**src/pkg/cprc_params.svh**
```systemverilog
`ifndef CPRC_PARAMS_SVH
`define CPRC_PARAMS_SVH
// power-on delay figures, in microseconds, and the clock rate they count at
`define CPRC_DELAY_LONG_US   100000
`define CPRC_DELAY_SHORT_US  2000
`define CPRC_CLK_MHZ         40
`define CPRC_DELAY_LONG_CYC  (`CPRC_DELAY_LONG_US * `CPRC_CLK_MHZ)
`define CPRC_DELAY_SHORT_CYC (`CPRC_DELAY_SHORT_US * `CPRC_CLK_MHZ)
// default page after reset, and the half-period of the configuration clock in clock cycles
`define CPRC_PAGE_DEFAULT    3'h0
`define CPRC_CLK_DIV_DEFAULT 8'h02
// data words to send before the done signal must have risen
`define CPRC_WORDS_DEFAULT   32'h0000_1000
// cycles spent in arm before the line level is trusted: two sync stages and one
`define CPRC_SETTLE_CYC      2'h3
`endif

```
**src/pkg/cprc_pkg.sv**
```systemverilog
package cprc_pkg;
  typedef enum logic [4:0] {
    CPRC_RESET  = 5'h01,
    CPRC_ARM    = 5'h02,
    CPRC_CONFIG = 5'h04,
    CPRC_DONE   = 5'h08,
    CPRC_IDLE   = 5'h10
  } cprc_state_e;
endpackage

```
**src/logic/cprc_sync.sv**
```systemverilog
`timescale 1ns/1ps
`default_nettype none
module cprc_sync #(
  parameter int WIDTH = 1
) (
  input  wire logic             clk_in,
  input  wire logic             reset_in,
  input  wire logic [WIDTH-1:0] async_in,
  output logic      [WIDTH-1:0] sync_out
);
  logic [WIDTH-1:0] stage_reg;

  // the first stage is read only by the second
  always_ff @(posedge clk_in or posedge reset_in)
  begin
    if (reset_in)
    begin
      stage_reg <= '0;
      sync_out  <= '0;
    end
    else
    begin
      stage_reg <= async_in;
      sync_out  <= stage_reg;
    end
  end
endmodule // cprc_sync
`default_nettype wire

```
**src/logic/cprc_reset_control.sv**
```systemverilog
// How it works
// three-bit page select picks one of eight
// bit 2 is msb; page zero default
// system drives page select, never floating
// optional external clock sources configuration clock
// delay select low 100 ms, high 2 ms
// hold enable low until supply and delay
// external low on enable extends reset
// host waits for reset end before scan
// supply drop restarts full power-on delay
// fpga status low forces reset
// done low after all data restarts
// factory test pins tied low and high
// chip select high at release idles until supply drops
// delay counter sized for both delays
`timescale 1ns/1ps
`default_nettype none
`include "cprc_params.svh"
module cprc_reset_control #(
  parameter int unsigned LONG_CYC  = `CPRC_DELAY_LONG_CYC,
  parameter int unsigned SHORT_CYC = `CPRC_DELAY_SHORT_CYC,
  parameter int unsigned WORDS     = `CPRC_WORDS_DEFAULT,
  parameter logic [7:0]  CLK_DIV   = `CPRC_CLK_DIV_DEFAULT
) (
  // clock and reset
  input  wire logic       clk_in,
  input  wire logic       reset_in,
  // board straps and supply
  input  wire logic       supply_good_in,
  input  wire logic       reset_delay_select_in,
  input  wire logic [2:0] page_select_in,
  input  wire logic       ext_clock_in,
  input  wire logic       ext_clock_select_in,
  // fpga side
  input  wire logic       fpga_status_n_in,
  input  wire logic       fpga_done_in,
  input  wire logic       chip_select_n_in,
  // shared open-drain enable line
  input  wire logic       enable_line_in,
  output logic            enable_line_out,
  output logic            enable_line_oe_out,
  // configuration outputs
  output logic            config_clock_out,
  output logic            config_data_valid_out,
  output logic [2:0]      page_out,
  output logic            in_reset_out,
  output logic            config_error_out
);
  logic [8:0]  sync_w;
  logic        supply_s, dsel_s, ext_s, extsel_s, status_s, done_s, cs_s, line_s;
  logic [2:0]  page_s;
  cprc_pkg::cprc_state_e state_reg;
  logic [31:0] delay_cnt_reg;
  logic [31:0] word_cnt_reg;
  logic [7:0]  div_cnt_reg;
  logic        int_clk_reg;
  logic        ext_prev_reg;
  logic        tick;
  logic [1:0]  settle_reg;

  cprc_sync #(.WIDTH(9)) u_sync (
    .clk_in   (clk_in),
    .reset_in (reset_in),
    .async_in ({supply_good_in, reset_delay_select_in, ext_clock_in, ext_clock_select_in,
                fpga_status_n_in, fpga_done_in, chip_select_n_in, enable_line_in,
                page_select_in[0]}),
    .sync_out (sync_w)
  );
  assign {supply_s, dsel_s, ext_s, extsel_s, status_s, done_s, cs_s, line_s} = sync_w[8:1];

  cprc_sync #(.WIDTH(2)) u_sync_page (
    .clk_in   (clk_in),
    .reset_in (reset_in),
    .async_in (page_select_in[2:1]),
    .sync_out (page_s[2:1])
  );
  assign page_s[0] = sync_w[0];

  function automatic logic [31:0] delay_for(input logic sel);
    // high selects the short delay
    return sel ? 32'(SHORT_CYC) : 32'(LONG_CYC);
  endfunction

  // clock source: divided internal clock or edges of the external clock
  always_ff @(posedge clk_in or posedge reset_in)
  begin
    if (reset_in)
    begin
      div_cnt_reg  <= 8'h00;
      int_clk_reg  <= 1'b0;
      ext_prev_reg <= 1'b0;
    end
    else
    begin
      ext_prev_reg <= ext_s;
      if (div_cnt_reg >= CLK_DIV - 8'h01)
      begin
        div_cnt_reg <= 8'h00;
        int_clk_reg <= ~int_clk_reg;
      end
      else
      begin
        div_cnt_reg <= div_cnt_reg + 8'h01;
      end
    end
  end
  // one tick per rising edge of the chosen source
  assign tick = extsel_s ? (ext_s & ~ext_prev_reg)
                         : (div_cnt_reg >= CLK_DIV - 8'h01) & ~int_clk_reg;

  // our own low pulse reaches line_s two cycles late; without this wait its
  // tail would read as an outside hold and restart reset over and over
  always_ff @(posedge clk_in or posedge reset_in)
  begin
    if (reset_in)
      settle_reg <= 2'h0;
    else if (state_reg != cprc_pkg::CPRC_ARM)
      settle_reg <= 2'h0;
    else if (settle_reg != `CPRC_SETTLE_CYC)
      settle_reg <= settle_reg + 2'h1;
  end

  always_ff @(posedge clk_in or posedge reset_in)
  begin
    if (reset_in)
    begin
      state_reg     <= cprc_pkg::CPRC_RESET;
      delay_cnt_reg <= 32'h0;
      word_cnt_reg  <= 32'h0;
    end
    else if (!supply_s)
    begin
      // supply loss restarts the full delay
      state_reg     <= cprc_pkg::CPRC_RESET;
      delay_cnt_reg <= 32'h0;
    end
    else
    begin
      case (state_reg)
        cprc_pkg::CPRC_RESET:
        begin
          // counter counts every clk_in cycle, compared to the selected count
          if (delay_cnt_reg >= delay_for(dsel_s) - 32'h1)
            state_reg <= cprc_pkg::CPRC_ARM;
          else
            delay_cnt_reg <= delay_cnt_reg + 32'h1;
        end
        cprc_pkg::CPRC_ARM:
        begin
          // enable released; wait for the line to actually rise
          if (line_s && settle_reg == `CPRC_SETTLE_CYC)
          begin
            word_cnt_reg <= 32'h0;
            // idle is sticky until the next power cycle
            if (cs_s)
              state_reg <= cprc_pkg::CPRC_IDLE;
            else
              state_reg <= cprc_pkg::CPRC_CONFIG;
          end
        end
        cprc_pkg::CPRC_CONFIG:
        begin
          if (!status_s || !line_s)
          begin
            state_reg     <= cprc_pkg::CPRC_RESET;
            delay_cnt_reg <= delay_for(dsel_s) - 32'h1;
          end
          else if (done_s)
            state_reg <= cprc_pkg::CPRC_DONE;
          else if (word_cnt_reg >= 32'(WORDS))
          begin
            state_reg     <= cprc_pkg::CPRC_RESET;
            delay_cnt_reg <= delay_for(dsel_s) - 32'h1;
          end
          else if (tick)
            word_cnt_reg <= word_cnt_reg + 32'h1;
        end
        cprc_pkg::CPRC_DONE:
        begin
          if (!status_s || !line_s)
          begin
            state_reg     <= cprc_pkg::CPRC_RESET;
            delay_cnt_reg <= delay_for(dsel_s) - 32'h1;
          end
        end
        cprc_pkg::CPRC_IDLE:
          state_reg <= cprc_pkg::CPRC_IDLE;
        default:
          state_reg <= cprc_pkg::CPRC_RESET;
      endcase
    end
  end

  // page is latched while in reset so it cannot change mid-load
  always_ff @(posedge clk_in or posedge reset_in)
  begin
    if (reset_in)
      page_out <= `CPRC_PAGE_DEFAULT;
    else if (state_reg == cprc_pkg::CPRC_RESET)
      page_out <= page_s;
  end

  always_ff @(posedge clk_in or posedge reset_in)
  begin
    if (reset_in)
    begin
      enable_line_out       <= 1'b0;
      enable_line_oe_out    <= 1'b1;
      config_clock_out      <= 1'b0;
      config_data_valid_out <= 1'b0;
      in_reset_out          <= 1'b1;
      config_error_out      <= 1'b0;
    end
    else
    begin
      enable_line_out       <= 1'b0;
      // drive low only in reset; released otherwise, outside party may pull low
      enable_line_oe_out    <= (state_reg == cprc_pkg::CPRC_RESET) || !supply_s;
      in_reset_out          <= (state_reg == cprc_pkg::CPRC_RESET) ||
                               (state_reg == cprc_pkg::CPRC_ARM) || !supply_s;
      config_data_valid_out <= (state_reg == cprc_pkg::CPRC_CONFIG) && tick && supply_s;
      // clock stays static outside configuration and once the supply drops
      if (state_reg == cprc_pkg::CPRC_CONFIG && supply_s)
        config_clock_out <= extsel_s ? ext_s : int_clk_reg;
      else
        config_clock_out <= 1'b0;
      if (state_reg == cprc_pkg::CPRC_CONFIG && !done_s && word_cnt_reg >= 32'(WORDS))
        config_error_out <= 1'b1;
      else if (state_reg == cprc_pkg::CPRC_DONE)
        config_error_out <= 1'b0;
    end
  end
endmodule // cprc_reset_control
`default_nettype wire

```
**config.mk**
```make
export PLATFORM = sky130hd
export DESIGN_NAME = cprc_reset_control
export DESIGN_NICKNAME = d
export VERILOG_FILES = /design/src/pkg/cprc_pkg.sv /design/src/logic/cprc_sync.sv /design/src/logic/cprc_reset_control.sv
export VERILOG_INCLUDE_DIRS = /design/src /design/src/pkg
export SDC_FILE = /design/constraint.sdc
export NUM_CORES = 1
export LEC_CHECK = 0
export ABC_AREA = 1
export BUFFER_PORTS_ARGS = -buffer_cell sky130_fd_sc_hd__buf_2
export CORE_ASPECT_RATIO = 1.1
export CORE_MARGIN = 2
export CORE_UTILIZATION = 55
export CTS_CLUSTER_DIAMETER = 60
export CTS_CLUSTER_SIZE = 28
export DETAILED_ROUTE_END_ITERATION = 10
export MAX_ROUTING_LAYER = met4
export PLACE_DENSITY = 0.77
export SETUP_SLACK_MARGIN = 0.05
export SKIP_CTS_REPAIR_TIMING = 1
export SYNTH_ARGS = -nofsm -noshare
export SYNTH_HDL_FRONTEND = slang
export SYNTH_SLANG_ARGS = --single-unit
```
**constraint.sdc**
```tcl
create_clock -name clk_in -period 4.5 [get_ports clk_in]
set_input_delay 0.9 -clock clk_in [delete_from_list [all_inputs] [get_ports clk_in]]
set_output_delay 0.9 -clock clk_in [all_outputs]
set_load 0.1 [all_outputs]
```
-- Word level (Yosys, flattened, before mapping)
Cells that the tools add are included.
- register bits: 111
- word-level logic and storage cells: 101
- output and inout port bits: 9
- reduce and logical (&&, ||, !) cells: 20
- equal/unequal tests: 21
- bitwise gates (word level): 4
- multiplexer cells: 31
- $lt $le $gt $ge: 3
- add/sub/neg operators: 5
- operator list (kind ; count):
    $mux 32 ; 11
    $pmux 32 s3 ; 1
    $add 32x1->32 const B ; 2
    $pmux 32 s2 ; 1
    $mux 5 ; 8
    $ge 32x13->1 const B ; 1
    $ge 32x32->1 ; 1
    $pmux 5 s5 ; 1
    $sub 22x1->23 const B ; 1
    $mux 22 ; 1
    $ne 2x2->1 const B ; 6
    $ne 3x3->1 const B ; 4
    $ne 4x4->1 const B ; 3
    $add 8x1->8 const B ; 1
    $ge 8x1->1 const B ; 1
    $mux 8 ; 1
    $reduce_and 7->1 ; 1
    $logic_and 1x1->1 ; 6
    $reduce_bool 2->1 ; 3
    $eq 5x1->1 const B ; 1
    $eq 5x2->1 const B ; 1
    $eq 5x3->1 const B ; 1
    $eq 5x4->1 const B ; 1
    $eq 5x5->1 const B ; 1
    other kinds (12) ; 25

-- Logic depth before layout (Yosys ltp)
- depth after elaboration: 8
- depth in mapped cells: 14
- gate-level depth less buffers: 12

-- Modules after synthesis
A second synthesis with hierarchy kept.
- cell total of the unflattened synthesis: 672
- area total of the unflattened synthesis: 5504.0 um^2
- by module, submodules not included (module ; times used ; cells an instance ; area an instance (um^2) ; sequential area each (um^2)):
    cprc_reset_control ; 1 ; 648 ; 4946.0 ; 2230.9
    cprc_sync (u_sync) ; 1 ; 19 ; 454.2 ; 450.4
    cprc_sync (u_sync_page) ; 1 ; 5 ; 103.8 ; 100.1

-- Least setup slack after synthesis
Ideal clock, no wire load.
- path kind: register to register
- start: register u_sync.sync_out[7]
- end: register delay_cnt_reg[12]
- path slack: 2.607 ns
- path buffers: 2
- setup time: 0.126 ns
- data required time: 4.374 ns
- data arrival time: 1.767 ns
- cell stages (with the launch flop): 15
- cell sequence: dfrtp_1 inv_1 ha_1 nand2_1 nand2_1 nor2_1 o21ai_0 nand3_1 nand2_1 nand2_1 nand3_1 buf_4 buf_6 nand2_1 o21ai_0
- longest elaborated chain between the ends: 7
- elaborated cells on any way between the ends: 11
- classes of those cells: 1 x add/sub; 1 x order compare; 1 x eq/ne; 7 x mux; 1 x reduce/logical
- RTL lines (element ; line ; source):
    start, declared ; cprc_sync.sv:9 ; output logic [WIDTH-1:0] sync_out
    start signal, assigned ; cprc_sync.sv:24 ; sync_out <= stage_reg;
    $mux 22 (*) ; cprc_reset_control.sv:81 ; return sel ? 32'(SHORT_CYC) : 32'(LONG_CYC);
    $sub 22x1->23 (*) ; n/a ;
    branches (longest 5 deep; another with $ge 32x32->1) ; n/a ;
    end signal, assigned ; cprc_reset_control.sv:146 ; delay_cnt_reg <= delay_cnt_reg + 32'h1;
    end signal, assigned ; cprc_reset_control.sv:166 ; delay_cnt_reg <= delay_for(dsel_s) - 32'h1;
    end signal, assigned ; cprc_reset_control.sv:173 ; delay_cnt_reg <= delay_for(dsel_s) - 32'h1;
    end, declared ; cprc_reset_control.sv:53 ; logic [31:0] delay_cnt_reg;
Mark *: on every way between the ends. The select of a mux whose other input is x is not followed.
A chain may end at the register's enable or synchronous reset.

-- Worst setup path after layout
- start: register u_sync.sync_out[7]
- end: register delay_cnt_reg[26]
The elaborated chain is that of the path after synthesis.

==> metrics.md <==
| Metric | Value |
|---|---|
| RSZ-0062 raised after global routing | `false` |
| Gp weighted congestion | `0.9180` |
| Row count | `37` |
| CP Cell Sequence | `inv_1, ha_1, nand3_1, o21ai_0, nand3_1, nand2_1, nand2_1, nand3_1, buf_4, inv_2, nor2_1` |
| Largest net degree at the start of global routing | `88` |
| Worst-case clock buffer depth | `2` |
| Max stage delay cell, worst path | `dfrtp_1` |
| DP HPWL | `7049 um` |
| Mean Syn Cell Area | `8.173 um2` |
| Setup CP Type | `register to register` |
| Worst slew pin tran | `1.034 ns` |
| Die W | `97.85 um` |
| H-tree Lvls | `3` |
| Cell Pwr Density | `314.2 mW/mm2` |
| Clock Sinks | `111` |
| Initial antenna violation count | `0` |
| Synth warnings | `0` |
| Crit-path max FO | `47` |
| Seq cells post-synth | `111` |
| Clock transition at the registers of the reported paths | `0.11 ns` |
| Vias | `4125` |
| First-pass GRT wire length | `18020 um` |
| WL/cell | `12.60 um` |
| Post-Syn Area | `0.005329 mm2` |
| Vias in the first global route | `4058` |
| Slew HR | `0.3109` |
| GRT Total Usage | `0.2168` |
| Final setup skew | `0.01181 ns` |
| CP Buf/Inv Count | `3` |
| RR Endpoint | `delay_cnt_reg[26]$_DFFE_PP0P_` |
| Ports | `22` |
| Number of buffers created by CTS | `9` |
| Worst path top cell family by delay | `buffers and inverters` |
| Cells after Synth | `652` |
| Maxcap violations | `0` |
| Remaining DRCs | `0` |
| Commonest non-fill, non-tap cell in the layout | `nand2_1` |
| Nets@finish | `702` |
| Hold Violations, Final | `0` |
| Post-synthesis cell type count | `39` |
| Fmax | `415.5 MHz` |
| DIE AREA | `0.01049 mm2` |
| Vias/cell | `5.176` |
| Worst Hold Class | `register to register` |
| Routed WL | `10040 um` |
| FF-to-FF Start | `u_sync.sync_out[7]$_DFF_PP0_` |
| Clock Latency Late Sink | `0.38 ns` |
| Hold Path Origin | `u_sync_page.stage_reg[1]$_DFF_PP0_` |
| Starting DRT DRC Count | `239` |
| Area grow syn2layout | `6.833%` |
| Worst Hold Endpoint | `u_sync_page.sync_out[1]$_DFF_PP0_` |
| Max IR drop VDD | `0.1980 mV` |
| Setup crit end kind | `register` |
| Router iterations before antenna repair | `5` |
| CP peak stage delay | `0.55 ns` |
| Period minus WS final | `2.407 ns` |
| Commonest cells after routing, fill and taps aside | `175 x nand2_1, 109 x nor2_1, 108 x dfrtp_1, 67 x inv_1, 50 x nand3_1` |
| Core box area | `0.009398 mm2` |
| Setup TNS | `0 ns` |
| Pins Over Slew Limit | `0` |
| Hold depth | `0` |
| Grt total ovfl | `0` |
| Setup crit start kind | `register` |
| CTS Root Cell | `clkbuf_8` |
| Die height | `107.2 um` |
| Period utilization | `0.5348` |
| Ant diodes | `0` |
| Cell mode on critical path | `nand3_1` |
| Pre-CTS setup slack | `2.138 ns` |
| Initial Utilization | `0.5670` |
| I/O Buffers | `20` |
| Final ANT Viol Nets | `0` |
| Critical Path RT | `4.81 ns` |
| Status | `completed` |
| Worst reg-to-reg setup slack | `2.09 ns` |
| Sequential area share after synthesis | `0.5220` |
| TritonCTS clock tree | `built` |
| Layout cell share with drive strength beyond 1 | `0.08824` |
| LEAKAGE | `0.002795 uW` |
| WP data arrival | `2.72 ns` |
| R2r worst-path depth | `11` |
| # setup viols final | `0` |
| Fin worst setup slack | `2.093 ns` |
[cell usage after synthesis]
library cell,instances,area (um2)
a21boi_0,1,7.510
a21o_1,1,7.510
a21oi_1,4,20.02
and2_0,1,6.260
buf_2,3,15.01
buf_4,3,22.52
buf_6,4,45.04
clkbuf_1,5,18.77
conb_1,1,3.750
dfrtp_1,108,2703
dfstp_2,3,78.83
ha_1,14,175.2
inv_1,68,255.2
inv_2,4,15.01
inv_4,1,6.260
mux2i_1,1,10.01
nand2_1,175,656.9
nand2_2,1,6.260
nand2_4,1,11.26
nand3_1,50,250.2
nand3_2,1,10.01
nand3b_1,5,37.54
nand4_1,10,62.56
nand4_2,1,12.51
nor2_1,109,409.1
nor2_2,4,25.02
nor3_1,9,45.04
nor3_4,1,16.27
nor3b_1,2,15.01
o211ai_1,1,7.510
o21ai_0,18,90.09
o21ai_1,18,90.09
o21ai_2,1,8.760
o31ai_1,1,7.510
or2_0,1,6.260
or2_1,1,6.260
or2_2,4,25.02
xnor2_1,2,17.52
xor2_1,14,122.6
[per-stage QoR]
step	cells	hold slack, ns	area (um2)	util	power (uW)
finish	797	0.3566	5693	0.6058	1789
floorplan	657	0.3312	5348	-	1212
global placement	781	0.3316	5510	0.5863	1239
detailed placement	781	0.3347	5510	0.5863	1245
CTS	797	0.3585	5693	0.6058	1804
global route	797	0.3621	5693	0.6058	1862
[worst max path at each step]
stage | startpoint | end | slack (ns) | cells after the start
CTS | u_sync.sync_out[7]$_DFF_PP0_ | delay_cnt_reg[26]$_DFFE_PP0P_ | 2.11 | 12
finish | u_sync.sync_out[7]$_DFF_PP0_ | delay_cnt_reg[26]$_DFFE_PP0P_ | 2.09 | 11
detailed placement | u_sync.sync_out[7]$_DFF_PP0_ | delay_cnt_reg[26]$_DFFE_PP0P_ | 2.14 | 12
global route | u_sync.sync_out[7]$_DFF_PP0_ | delay_cnt_reg[26]$_DFFE_PP0P_ | 1.80 | 12
floorplan | reset_in | config_clock_out$_DFF_PP0_ | 0.67 | 1
global placement | u_sync.sync_out[7]$_DFF_PP0_ | delay_cnt_reg[23]$_DFFE_PP0P_ | 2.23 | 12
[kinds of logic after synthesis]
| family | Yosys count | synth area share |
|---|---|---|
| other | 1 | 0.0007037 |
| AO/OA/AOI/OAI | 45 | 0.04485 |
| buffers and inverters | 88 | 0.07091 |
| AND/OR/NAND/NOR | 376 | 0.3005 |
| adder cells (fa/ha/maj) | 14 | 0.03287 |
| multiplexers | 1 | 0.001878 |
| XOR/XNOR | 16 | 0.02630 |
| flip-flops | 111 | 0.5220 |
[power by group]
part	switching [uW]	leakage (uW)	total, uW	internal [uW]
clock	342	0.0000918	565	223
sequential	23.1	0.00147	1050	1030
combinational	135	0.00124	170	35.5
[cell type report]
cell class                 instances  area [um2]
timing repair buffer              22       115.1
sequential                       111        2781
fill                             836        3705
clock inverter                     5       41.29
clock buffer                      11       141.4
inverter                          73       279.0
multi-input combinational        458        2188
tap                              117       146.4
[layer usage]
metal / vias up / GRT usage / wire length, um
met2: 110 / 0.3562 / 4911
met1: 1908 / 0.2686 / 4427
met4: 0 / 0.08036 / 226
li1: 2080 / - / -
met5: - / - / 0
met3: 27 / 0.04302 / 478
Note: power is estimated with default switching activity, not from simulation.
